==> config.mk <==
export PLATFORM = sky130hd
export DESIGN_NAME = dual_channel_input_sync_monitor
export DESIGN_NICKNAME = d
export VERILOG_FILES = /design/src/logic/sync_mon_pkg.sv /design/src/logic/pair_sync_checker.sv /design/src/logic/dual_channel_input_sync_monitor.sv
export SDC_FILE = /design/constraint.sdc
export NUM_CORES = 1
export LEC_CHECK = 0
export ABC_AREA = 1
export BUFFER_PORTS_ARGS = -buffer_cell sky130_fd_sc_hd__buf_2
export CAP_MARGIN = 25
export CORE_UTILIZATION = 45
export CTS_CLUSTER_DIAMETER = 150
export DETAILED_ROUTE_END_ITERATION = 16
export PLACE_DENSITY = 0.63
export SLEW_MARGIN = 20
export SYNTH_ARGS = -nofsm -noshare
export SYNTH_HDL_FRONTEND = slang
export SYNTH_SLANG_ARGS = --single-unit
==> constraint.sdc <==
create_clock -name mclk_i -period 3.2 [get_ports mclk_i]
set_input_delay 0 -clock mclk_i [delete_from_list [all_inputs] [get_ports mclk_i]]
set_output_delay 0 -clock mclk_i [all_outputs]
set_load 0.005 [all_outputs]
==> src/logic/sync_mon_pkg.sv <==
// constants and carrier types for the dual-channel input synchronisation monitor
// assumes a single system clock of CLK_MHZ and six sensor pairs in three supply groups
package sync_mon_pkg;

  //////////////////////////////////////////////////////////////////////////////
  // clock and timing
  localparam int unsigned CLK_MHZ         = 250;
  localparam int unsigned SYNC_A_LEAD_MS  = 2000;
  localparam int unsigned SYNC_B_LEAD_MS  = 4000;
  localparam int unsigned SYNC_A_LEAD_CYC = SYNC_A_LEAD_MS * 1000 * CLK_MHZ;
  localparam int unsigned SYNC_B_LEAD_CYC = SYNC_B_LEAD_MS * 1000 * CLK_MHZ;
  localparam int unsigned SYNC_CNT_W      = 30;

  // test pulses on the supply terminals, used for short detection
  localparam int unsigned TEST_IDLE_US    = 10000;
  localparam int unsigned TEST_LOW_US     = 500;
  localparam int unsigned TEST_IDLE_CYC   = TEST_IDLE_US * CLK_MHZ;
  localparam int unsigned TEST_LOW_CYC    = TEST_LOW_US * CLK_MHZ;
  localparam int unsigned TEST_CNT_W      = 22;

  //////////////////////////////////////////////////////////////////////////////
  // topology
  localparam int unsigned NUM_PAIRS       = 6;
  localparam int unsigned NUM_GROUPS      = 3;
  localparam int unsigned SYNC_STAGES     = 2;

  // wiring mode strap
  localparam logic        MODE_CROSS      = 1'b0;
  localparam logic        MODE_COMMON     = 1'b1;

  // reset values
  localparam logic        SUPPLY_ON       = 1'b1;
  localparam logic        CHAN_IDLE       = 1'b0;

  //////////////////////////////////////////////////////////////////////////////
  // carriers
  typedef struct packed {
    logic a;
    logic b;
  } chan_pair_t;

  typedef struct packed {
    logic active;
    logic sync_fault;
    logic ilk_fault;
  } pair_status_t;

endpackage : sync_mon_pkg

==> src/logic/pair_sync_checker.sv <==
// asymmetric activation window check for one channel pair
// assumes chan_i is already synchronised to mclk_i; hold_i freezes the check
`timescale 1ns/1ps
module pair_sync_checker
  import sync_mon_pkg::*;
#(
  parameter int unsigned A_LEAD_CYC = SYNC_A_LEAD_CYC,
  parameter int unsigned B_LEAD_CYC = SYNC_B_LEAD_CYC,
  parameter int unsigned CNT_W      = SYNC_CNT_W
) (
  // clock and reset
  input  wire logic       mclk_i,
  input  wire logic       rst_b_i,
  // channel levels
  input  wire chan_pair_t chan_i,
  input  wire logic       hold_i,
  // result
  output logic            active_o,
  output logic            fault_o
);

  generate
    if (A_LEAD_CYC < 1 || B_LEAD_CYC < 1 || B_LEAD_CYC >= (64'd1 << CNT_W) || A_LEAD_CYC >= (64'd1 << CNT_W)) begin : g_chk
      $error("pair_sync_checker: window does not fit counter");
    end
  endgenerate

  typedef enum {ST_IDLE, ST_WAIT_B, ST_WAIT_A, ST_BOTH, ST_RELEASE, ST_FAIL} sync_state_t;

  sync_state_t      state;
  sync_state_t      next_state;
  logic [CNT_W-1:0] cnt;
  logic             timeout;

  localparam logic [CNT_W-1:0] A_LIMIT = CNT_W'(A_LEAD_CYC - 1);
  localparam logic [CNT_W-1:0] B_LIMIT = CNT_W'(B_LEAD_CYC - 1);

  always_comb begin
    timeout = ((state == ST_WAIT_B) && (cnt == A_LIMIT)) || ((state == ST_WAIT_A) && (cnt == B_LIMIT));
  end

  always_comb begin
    next_state = state;
    unique case (state)
      ST_IDLE: begin
        if (chan_i.a && chan_i.b)
          next_state = ST_BOTH;
        else if (chan_i.a)
          next_state = ST_WAIT_B;
        else if (chan_i.b)
          next_state = ST_WAIT_A;
      end
      ST_WAIT_B: begin
        if (chan_i.a && chan_i.b)
          next_state = ST_BOTH;
        else if (timeout)
          next_state = ST_FAIL;
        else if (!chan_i.a)
          next_state = chan_i.b ? ST_WAIT_A : ST_IDLE;
      end
      ST_WAIT_A: begin
        if (chan_i.a && chan_i.b)
          next_state = ST_BOTH;
        else if (timeout)
          next_state = ST_FAIL;
        else if (!chan_i.b)
          next_state = chan_i.a ? ST_WAIT_B : ST_IDLE;
      end
      ST_BOTH: begin
        if (!chan_i.a || !chan_i.b)
          next_state = ST_RELEASE;
      end
      // a new activation is only judged after both channels have opened
      ST_RELEASE: begin
        if (!chan_i.a && !chan_i.b)
          next_state = ST_IDLE;
      end
      ST_FAIL: begin
        next_state = ST_FAIL;
      end
    endcase
  end

  always_ff @(posedge mclk_i or negedge rst_b_i) begin
    if (!rst_b_i)
      state <= ST_IDLE;
    else if (!hold_i)
      state <= next_state;
  end

  // window timer restarts on every change of state
  always_ff @(posedge mclk_i or negedge rst_b_i) begin
    if (!rst_b_i)
      cnt <= '0;
    else if (!hold_i && next_state != state)
      cnt <= '0;
    else if (!hold_i && (state == ST_WAIT_A || state == ST_WAIT_B))
      cnt <= cnt + CNT_W'(1);
  end

  always_ff @(posedge mclk_i or negedge rst_b_i) begin
    if (!rst_b_i) begin
      active_o <= 1'b0;
      fault_o  <= 1'b0;
    end else begin
      active_o <= (next_state == ST_BOTH) && !hold_i;
      fault_o  <= !hold_i && timeout;
    end
  end

endmodule : pair_sync_checker

==> src/logic/dual_channel_input_sync_monitor.sv <==
// six dual-channel safety input monitor: activation window, short detection, error latch
// assumes channel pins are asynchronous levels, active high, supplies driven by supply_*_o
`timescale 1ns/1ps
module dual_channel_input_sync_monitor
  import sync_mon_pkg::*;
#(
  parameter int unsigned A_LEAD_CYC = SYNC_A_LEAD_CYC,
  parameter int unsigned B_LEAD_CYC = SYNC_B_LEAD_CYC,
  parameter int unsigned IDLE_CYC   = TEST_IDLE_CYC,
  parameter int unsigned LOW_CYC    = TEST_LOW_CYC
) (
  // clock and reset
  input  wire logic                  mclk_i,
  input  wire logic                  rst_b_i,
  // sensor channel terminals, sensors A to F
  input  wire logic                  pair1_chan_a_i,
  input  wire logic                  pair1_chan_b_i,
  input  wire logic                  pair2_chan_a_i,
  input  wire logic                  pair2_chan_b_i,
  input  wire logic                  pair3_chan_a_i,
  input  wire logic                  pair3_chan_b_i,
  input  wire logic                  pair4_chan_a_i,
  input  wire logic                  pair4_chan_b_i,
  input  wire logic                  pair5_chan_a_i,
  input  wire logic                  pair5_chan_b_i,
  input  wire logic                  pair6_chan_a_i,
  input  wire logic                  pair6_chan_b_i,
  // wiring mode strap
  input  wire logic                  common_mode_i,
  // supply terminals, one of each per group
  output logic [NUM_GROUPS-1:0]      supply_a_o,
  output logic [NUM_GROUPS-1:0]      supply_b_o,
  // status
  output pair_status_t [NUM_PAIRS-1:0] pair_status_o,
  output logic                       fault_o,
  output logic                       safety_ok_o
);

  generate
    if (LOW_CYC < 1 || IDLE_CYC < 1 || IDLE_CYC >= (64'd1 << TEST_CNT_W) || LOW_CYC >= (64'd1 << TEST_CNT_W)) begin : g_chk
      $error("dual_channel_input_sync_monitor: test timing does not fit counter");
    end
  endgenerate

  //////////////////////////////////////////////////////////////////////////////
  // input synchronisers

  localparam int unsigned RAW_W = 2 * NUM_PAIRS + 1;

  logic [RAW_W-1:0]            raw_pins;
  logic [RAW_W-1:0]            sync_q1;
  logic [RAW_W-1:0]            sync_q2;
  chan_pair_t [NUM_PAIRS-1:0]  chan_now;
  logic                        mode_common;

  // pair order A..F, channel a above channel b in each pair
  assign raw_pins = {common_mode_i,
                     pair6_chan_a_i, pair6_chan_b_i, pair5_chan_a_i, pair5_chan_b_i,
                     pair4_chan_a_i, pair4_chan_b_i, pair3_chan_a_i, pair3_chan_b_i,
                     pair2_chan_a_i, pair2_chan_b_i, pair1_chan_a_i, pair1_chan_b_i};

  always_ff @(posedge mclk_i or negedge rst_b_i) begin
    if (!rst_b_i) begin
      sync_q1 <= '0;
      sync_q2 <= '0;
    end else begin
      sync_q1 <= raw_pins;
      sync_q2 <= sync_q1;
    end
  end

  assign chan_now    = sync_q2[2*NUM_PAIRS-1:0];
  assign mode_common = sync_q2[RAW_W-1];

  //////////////////////////////////////////////////////////////////////////////
  // supply test pulses

  typedef enum {TP_IDLE, TP_LOW_A, TP_LOW_B, TP_RECOVER} test_state_t;

  test_state_t           tp_state;
  test_state_t           next_tp_state;
  logic [TEST_CNT_W-1:0] tp_cnt;
  logic                  tp_last;

  localparam logic [TEST_CNT_W-1:0] IDLE_LOAD = TEST_CNT_W'(IDLE_CYC - 1);
  localparam logic [TEST_CNT_W-1:0] LOW_LOAD  = TEST_CNT_W'(LOW_CYC - 1);

  assign tp_last = (tp_cnt == '0);

  always_comb begin
    next_tp_state = tp_state;
    if (tp_last) begin
      unique case (tp_state)
        TP_IDLE:    next_tp_state = TP_LOW_A;
        TP_LOW_A:   next_tp_state = TP_LOW_B;
        TP_LOW_B:   next_tp_state = TP_RECOVER;
        TP_RECOVER: next_tp_state = TP_IDLE;
      endcase
    end
  end

  always_ff @(posedge mclk_i or negedge rst_b_i) begin
    if (!rst_b_i) begin
      tp_state <= TP_IDLE;
      tp_cnt   <= IDLE_LOAD;
    end else begin
      tp_state <= next_tp_state;
      if (!tp_last)
        tp_cnt <= tp_cnt - TEST_CNT_W'(1);
      else if (next_tp_state == TP_IDLE)
        tp_cnt <= IDLE_LOAD;
      else
        tp_cnt <= LOW_LOAD;
    end
  end

  always_ff @(posedge mclk_i or negedge rst_b_i) begin
    if (!rst_b_i) begin
      supply_a_o <= {NUM_GROUPS{SUPPLY_ON}};
      supply_b_o <= {NUM_GROUPS{SUPPLY_ON}};
    end else begin
      supply_a_o <= {NUM_GROUPS{next_tp_state != TP_LOW_A}};
      supply_b_o <= {NUM_GROUPS{next_tp_state != TP_LOW_B}};
    end
  end

  //////////////////////////////////////////////////////////////////////////////
  // channel levels seen by the window check, frozen while a pulse is out and through the recovery phase after it

  chan_pair_t [NUM_PAIRS-1:0] chan_held;
  logic                       masked;

  assign masked = (tp_state != TP_IDLE);

  always_ff @(posedge mclk_i or negedge rst_b_i) begin
    if (!rst_b_i)
      chan_held <= {NUM_PAIRS{CHAN_IDLE, CHAN_IDLE}};
    else if (!masked)
      chan_held <= chan_now;
  end

  //////////////////////////////////////////////////////////////////////////////
  // activation window per pair

  logic [NUM_PAIRS-1:0] pair_active;
  logic [NUM_PAIRS-1:0] sync_fault_ev;

  for (genvar p = 0; p < NUM_PAIRS; p++) begin : g_pair
    pair_sync_checker #(
      .A_LEAD_CYC (A_LEAD_CYC),
      .B_LEAD_CYC (B_LEAD_CYC),
      .CNT_W      (SYNC_CNT_W)
    ) u_sync (
      .mclk_i   (mclk_i),
      .rst_b_i  (rst_b_i),
      .chan_i   (chan_held[p]),
      .hold_i   (masked),
      .active_o (pair_active[p]),
      .fault_o  (sync_fault_ev[p])
    );
  end

  //////////////////////////////////////////////////////////////////////////////
  // short detection between the two channels of a pair

  // with one supply pulled low, its own channel must follow it low and the other channel must stay high
  function automatic logic pulse_mismatch(input chan_pair_t now, input logic pulse_on_a);
    if (pulse_on_a)
      return now.a | ~now.b;
    else
      return ~now.a | now.b;
  endfunction : pulse_mismatch

  logic [NUM_PAIRS-1:0] ilk_fault_ev;

  always_comb begin
    for (int p = 0; p < NUM_PAIRS; p++) begin
      ilk_fault_ev[p] = 1'b0;
      if (mode_common != MODE_COMMON && tp_last && chan_held[p].a && chan_held[p].b) begin
        if (tp_state == TP_LOW_A)
          ilk_fault_ev[p] = pulse_mismatch(chan_now[p], 1'b1);
        else if (tp_state == TP_LOW_B)
          ilk_fault_ev[p] = pulse_mismatch(chan_now[p], 1'b0);
      end
    end
  end

  //////////////////////////////////////////////////////////////////////////////
  // fault latches, cleared only by reset, and outputs

  logic [NUM_PAIRS-1:0] sync_err;
  logic [NUM_PAIRS-1:0] ilk_err;

  always_ff @(posedge mclk_i or negedge rst_b_i) begin
    if (!rst_b_i) begin
      sync_err <= '0;
      ilk_err  <= '0;
    end else begin
      sync_err <= sync_err | sync_fault_ev;
      ilk_err  <= ilk_err | ilk_fault_ev;
    end
  end

  always_ff @(posedge mclk_i or negedge rst_b_i) begin
    if (!rst_b_i) begin
      pair_status_o <= '0;
      fault_o       <= 1'b0;
      safety_ok_o   <= 1'b0;
    end else begin
      for (int p = 0; p < NUM_PAIRS; p++)
        pair_status_o[p] <= '{active: pair_active[p], sync_fault: sync_err[p], ilk_fault: ilk_err[p]};
      fault_o     <= |{sync_err, ilk_err};
      // unused inputs are bridged, so all six pairs must be active
      safety_ok_o <= (&pair_active) && !(|{sync_err, ilk_err, sync_fault_ev, ilk_fault_ev});
    end
  end

endmodule : dual_channel_input_sync_monitor

==> impl_metrics.py <==
metrics = {
    "logic_synthesis": {
        "synth_nets": 3532,
        "synthArstFlopShare_pct": 100,
        "yosysMostFrequentCell": "nand2_1",
        "synth_top_area_cell": "dfrtp_1",
        "synthesis.area_um2": 27100,
        "netlist.area_leader.share_pct": 45.9,
        "yosysSeqAreaShare_pct": 47.2,
        "synth_top_cells_by_count": "nand2_1, nor2_1, inv_1",
        "synth_area_leaders": "dfrtp_1, nand2_1, nor2_1",
        "synth_cell_types": 60,
        "avgSynthCellArea_um2": 7.71,
        "netlist_instances": 3510,
        "yosysWarnings": 0,
        "synth_flop_cell": "dfrtp_1",
        "ys_seq_elements": 510,
        "synth_edf_count": 0,
    },
    "power_and_ir_drop": {
        "ir_drop_uv": 603,
        "total_power_uw": 13800,
        "power_leakage_uw": 0.0151,
        "power_per_cell_area_nw_per_um2": 454,
    },
    "run": {
        "maxCapViolCount": 0,
    },
    "global_route": {
        "grt_pass1_vias": 21100,
        "grt_remaining_overflow": 0,
        "grt_pass1_wl_mm": 103,
        "antenna_found_initial": 2,
        "grt_max_degree": 84,
        "gr-usage-all-layers_pct": 20.2,
    },
    "clock_network": {
        "cts_tree": "done",
        "cts_buffers": 57,
        "h-tree-depth": 2,
        "clock_latency_ns": 0.61,
        "clock_sinks": 510,
        "clk_pin_slew_worst_paths_ns": 0.06,
        "clk_path_buf_depth": 3,
        "cts_root_buf": "clkbuf_16",
    },
    "critical_path": {
        "critical-path-top-delay-family": "simple AND/OR/NAND/NOR gates",
        "cp.required_ns": 3.70,
        "cpMostUsedCell": "nand2_1",
        "rrSetupSlack_ns": 0.32,
        "critPathMaxStageDelay_ns": 0.40,
        "crit_slowest_cell": "dfrtp_1",
        "worstSetupPathType": "flop to flop",
        "end_kind": "flop",
        "critical_path.startpoint_type": "flop",
        "cp.arrival_ns": 3.38,
        "worst-path-buf-inv": 2,
        "cp_cell_sequence": "ha_1, nand3_1, nor2_1, nand2_1, nor2_1, nand2_1, nand2_1, inv_1, a21oi_1, nand4_1, nand2_1, nor2_1, nand3_1, nand2_2, buf_4, nand3_1, nand2_1",
        "cp_max_fo": 12,
    },
    "status": {
        "outcome": "finished, violations left",
        "failed_checks": "design-rule violations, negative hold slack",
    },
    "placed_design": {
        "dp_hpwl_mm": 42.2,
        "portBuffers": 40,
        "gp_congestion": 0.918,
    },
    "sta": {
        "hold_violations": 5,
        "finalClockSkew_ns": 0.0266,
        "finalSetupViolCount": 0,
        "max_freq_ghz": 0.347,
        "rsz0062_at_grt": "no",
        "tns_ns": 0,
        "worstMarginPinSlew_ns": 0.796,
        "finalMaxSlewViolations": 0,
        "slew-limit-headroom_pct": 46.4,
        "min_period_ns": 2.88,
        "hold_ws_ns": -0.0168,
        "period_share_pct": 90.1,
    },
    "detailed_routing": {
        "drtIter0Drc": 1721,
        "wl_per_cell_um": 13.6,
        "drc_errors": 10,
        "final_antenna_net_count": 0,
        "vias_per_cell": 5.00,
        "vias": 22000,
        "drtPass1Iterations": 11,
        "wirelength_mm": 60.0,
    },
    "final_layout": {
        "syn2layout_area_growth_pct": 12.6,
        "n_antenna_cell": 0,
        "nNetsFinal": 3609,
        "drive_gt1_share_pct": 10.0,
        "num-fill-cells": 5700,
    },
    "worst_hold_path": {
        "worstHoldPathType": "input pin to asynchronous set/reset pin",
    },
    "floorplan": {
        "die_area_um2": 61100,
        "io_pins": 41,
        "chipHeight_um": 247,
        "initial_core_util_pct": 45.7,
        "num_rows": 89,
        "core_um2": 59200,
        "die_w_um": 247,
    },
}
layout make-up:
class	instances	area (um^2)	share of cell area, %
sequential	510	12800	41.9
clock inverter	31	484	1.59
tap	773	967	3.17
timing repair buffer	108	858	2.82
inverter	537	2020	6.63
clock buffer	75	1580	5.20
multi-input combinational	2373	11800	38.6
kinds of logic (layout without fill, tap and decap cells):
group / Yosys count / count (layout) / share of synthesized area [%]
AO/OA/AOI/OAI: 222 / 222 / 4.78
flip-flops: 510 / 510 / 47.2
adder cells (fa/ha/maj): 7 / 7 / 0.324
XOR/XNOR: 138 / 138 / 4.47
multiplexers: 1 / 1 / 0.0370
AND/OR/NAND/NOR: 2005 / 2005 / 33.9
buffers and inverters: 627 / 751 / 9.30
timing repair:
item                                    CTS  global route
buffers inserted                          0             0
endpoints found under the setup margin    0             1
hold endpoints to repair                432             0
gates resized for setup                   0             2
hold buffers                             20             0
per-layer routing:
metal | track usage [%] | routed length [um] | part of all wire, %
met2 | 31.4 | 26300 | 44
met3 | 2.57 | 2330 | 3.9
met1 | 29.6 | 30200 | 50
met4 | 5.47 | 1150 | 1.9
met5 | 0 | 0 | 0
report_power, final:
| part | leakage (uW) | internal [uW] | total [uW] | switching (uW) |
|---|---|---|---|---|
| clock | 0.00101 | 4450 | 7160 | 2720 |
| combinational | 0.00708 | 40.3 | 176 | 136 |
| sequential | 0.00699 | 6470 | 6480 | 12.3 |
| total | 0.0151 | 11000 | 13800 | 2870 |
registers in the layout, indices dropped and copies added (netlist names), 6 cells and up:
signal and count:
sync_err 6, ilk_err 6, tp_cnt 22, pair_status_o 18, g_pair.u_sync.fault_o 6, sync_q1 13, tp_state 32, g_pair.u_sync.active_o 6
g_pair.u_sync.state 192, g_pair.u_sync.cnt 180, chan_held 12, sync_q2 13
cell usage in the layout (no fill, tap or decap), drive strengths merged, types with 6 or more instances in the layout:
cell type      n
a22oi          7
nand3b        10
nand2        677
o211ai         6
nor4          32
dfstp         14
bufinv        12
ha             7
clkbuf        75
a21oi         81
inv          538
dlygate4sd3   20
nand3        378
xor2         106
clkinv        14
dfrtp        496
nor2         647
xnor2         32
o21ai         99
buf           88
nand4        129
nor3         100
or2           19
final timing paths:
path                       cells past startpoint                                     to                           startpoint
min                                            2   g_pair[1].u_sync.cnt[21]$_DFFE_PN0P_                              rst_b_i
max reg2reg                                   17   g_pair[3].u_sync.cnt[22]$_DFFE_PN0P_  g_pair[3].u_sync.cnt[0]$_DFFE_PN0P_
max                                           17   g_pair[3].u_sync.cnt[22]$_DFFE_PN0P_  g_pair[3].u_sync.cnt[0]$_DFFE_PN0P_
max in group asynchronous                      3  g_pair[5].u_sync.state[4]$_DFFE_PN0P_                              rst_b_i
min in group mclk_i                            2                   sync_q1[8]$_DFF_PN0_                       pair5_chan_b_i
min reg2reg                                    0                   sync_q2[2]$_DFF_PN0_                 sync_q1[2]$_DFF_PN0_
metrics by stage:
stage	hold slack (ns)	worst slack, ns	area [um^2]	std cells	utilization (%)
after CTS	0.00692	0.283	30500	4407	51.4
after floorplan	-0.296	0.745	27100	3510	-
after global routing	0.0350	0.00287	30500	4407	51.4
final	-0.0168	0.317	30500	4407	51.4
after detailed placement	0.0213	0.309	28200	4281	47.6
after global placement	0.0238	0.294	28200	4281	47.6
No activity file was read; power rests on OpenSTA's default activity.
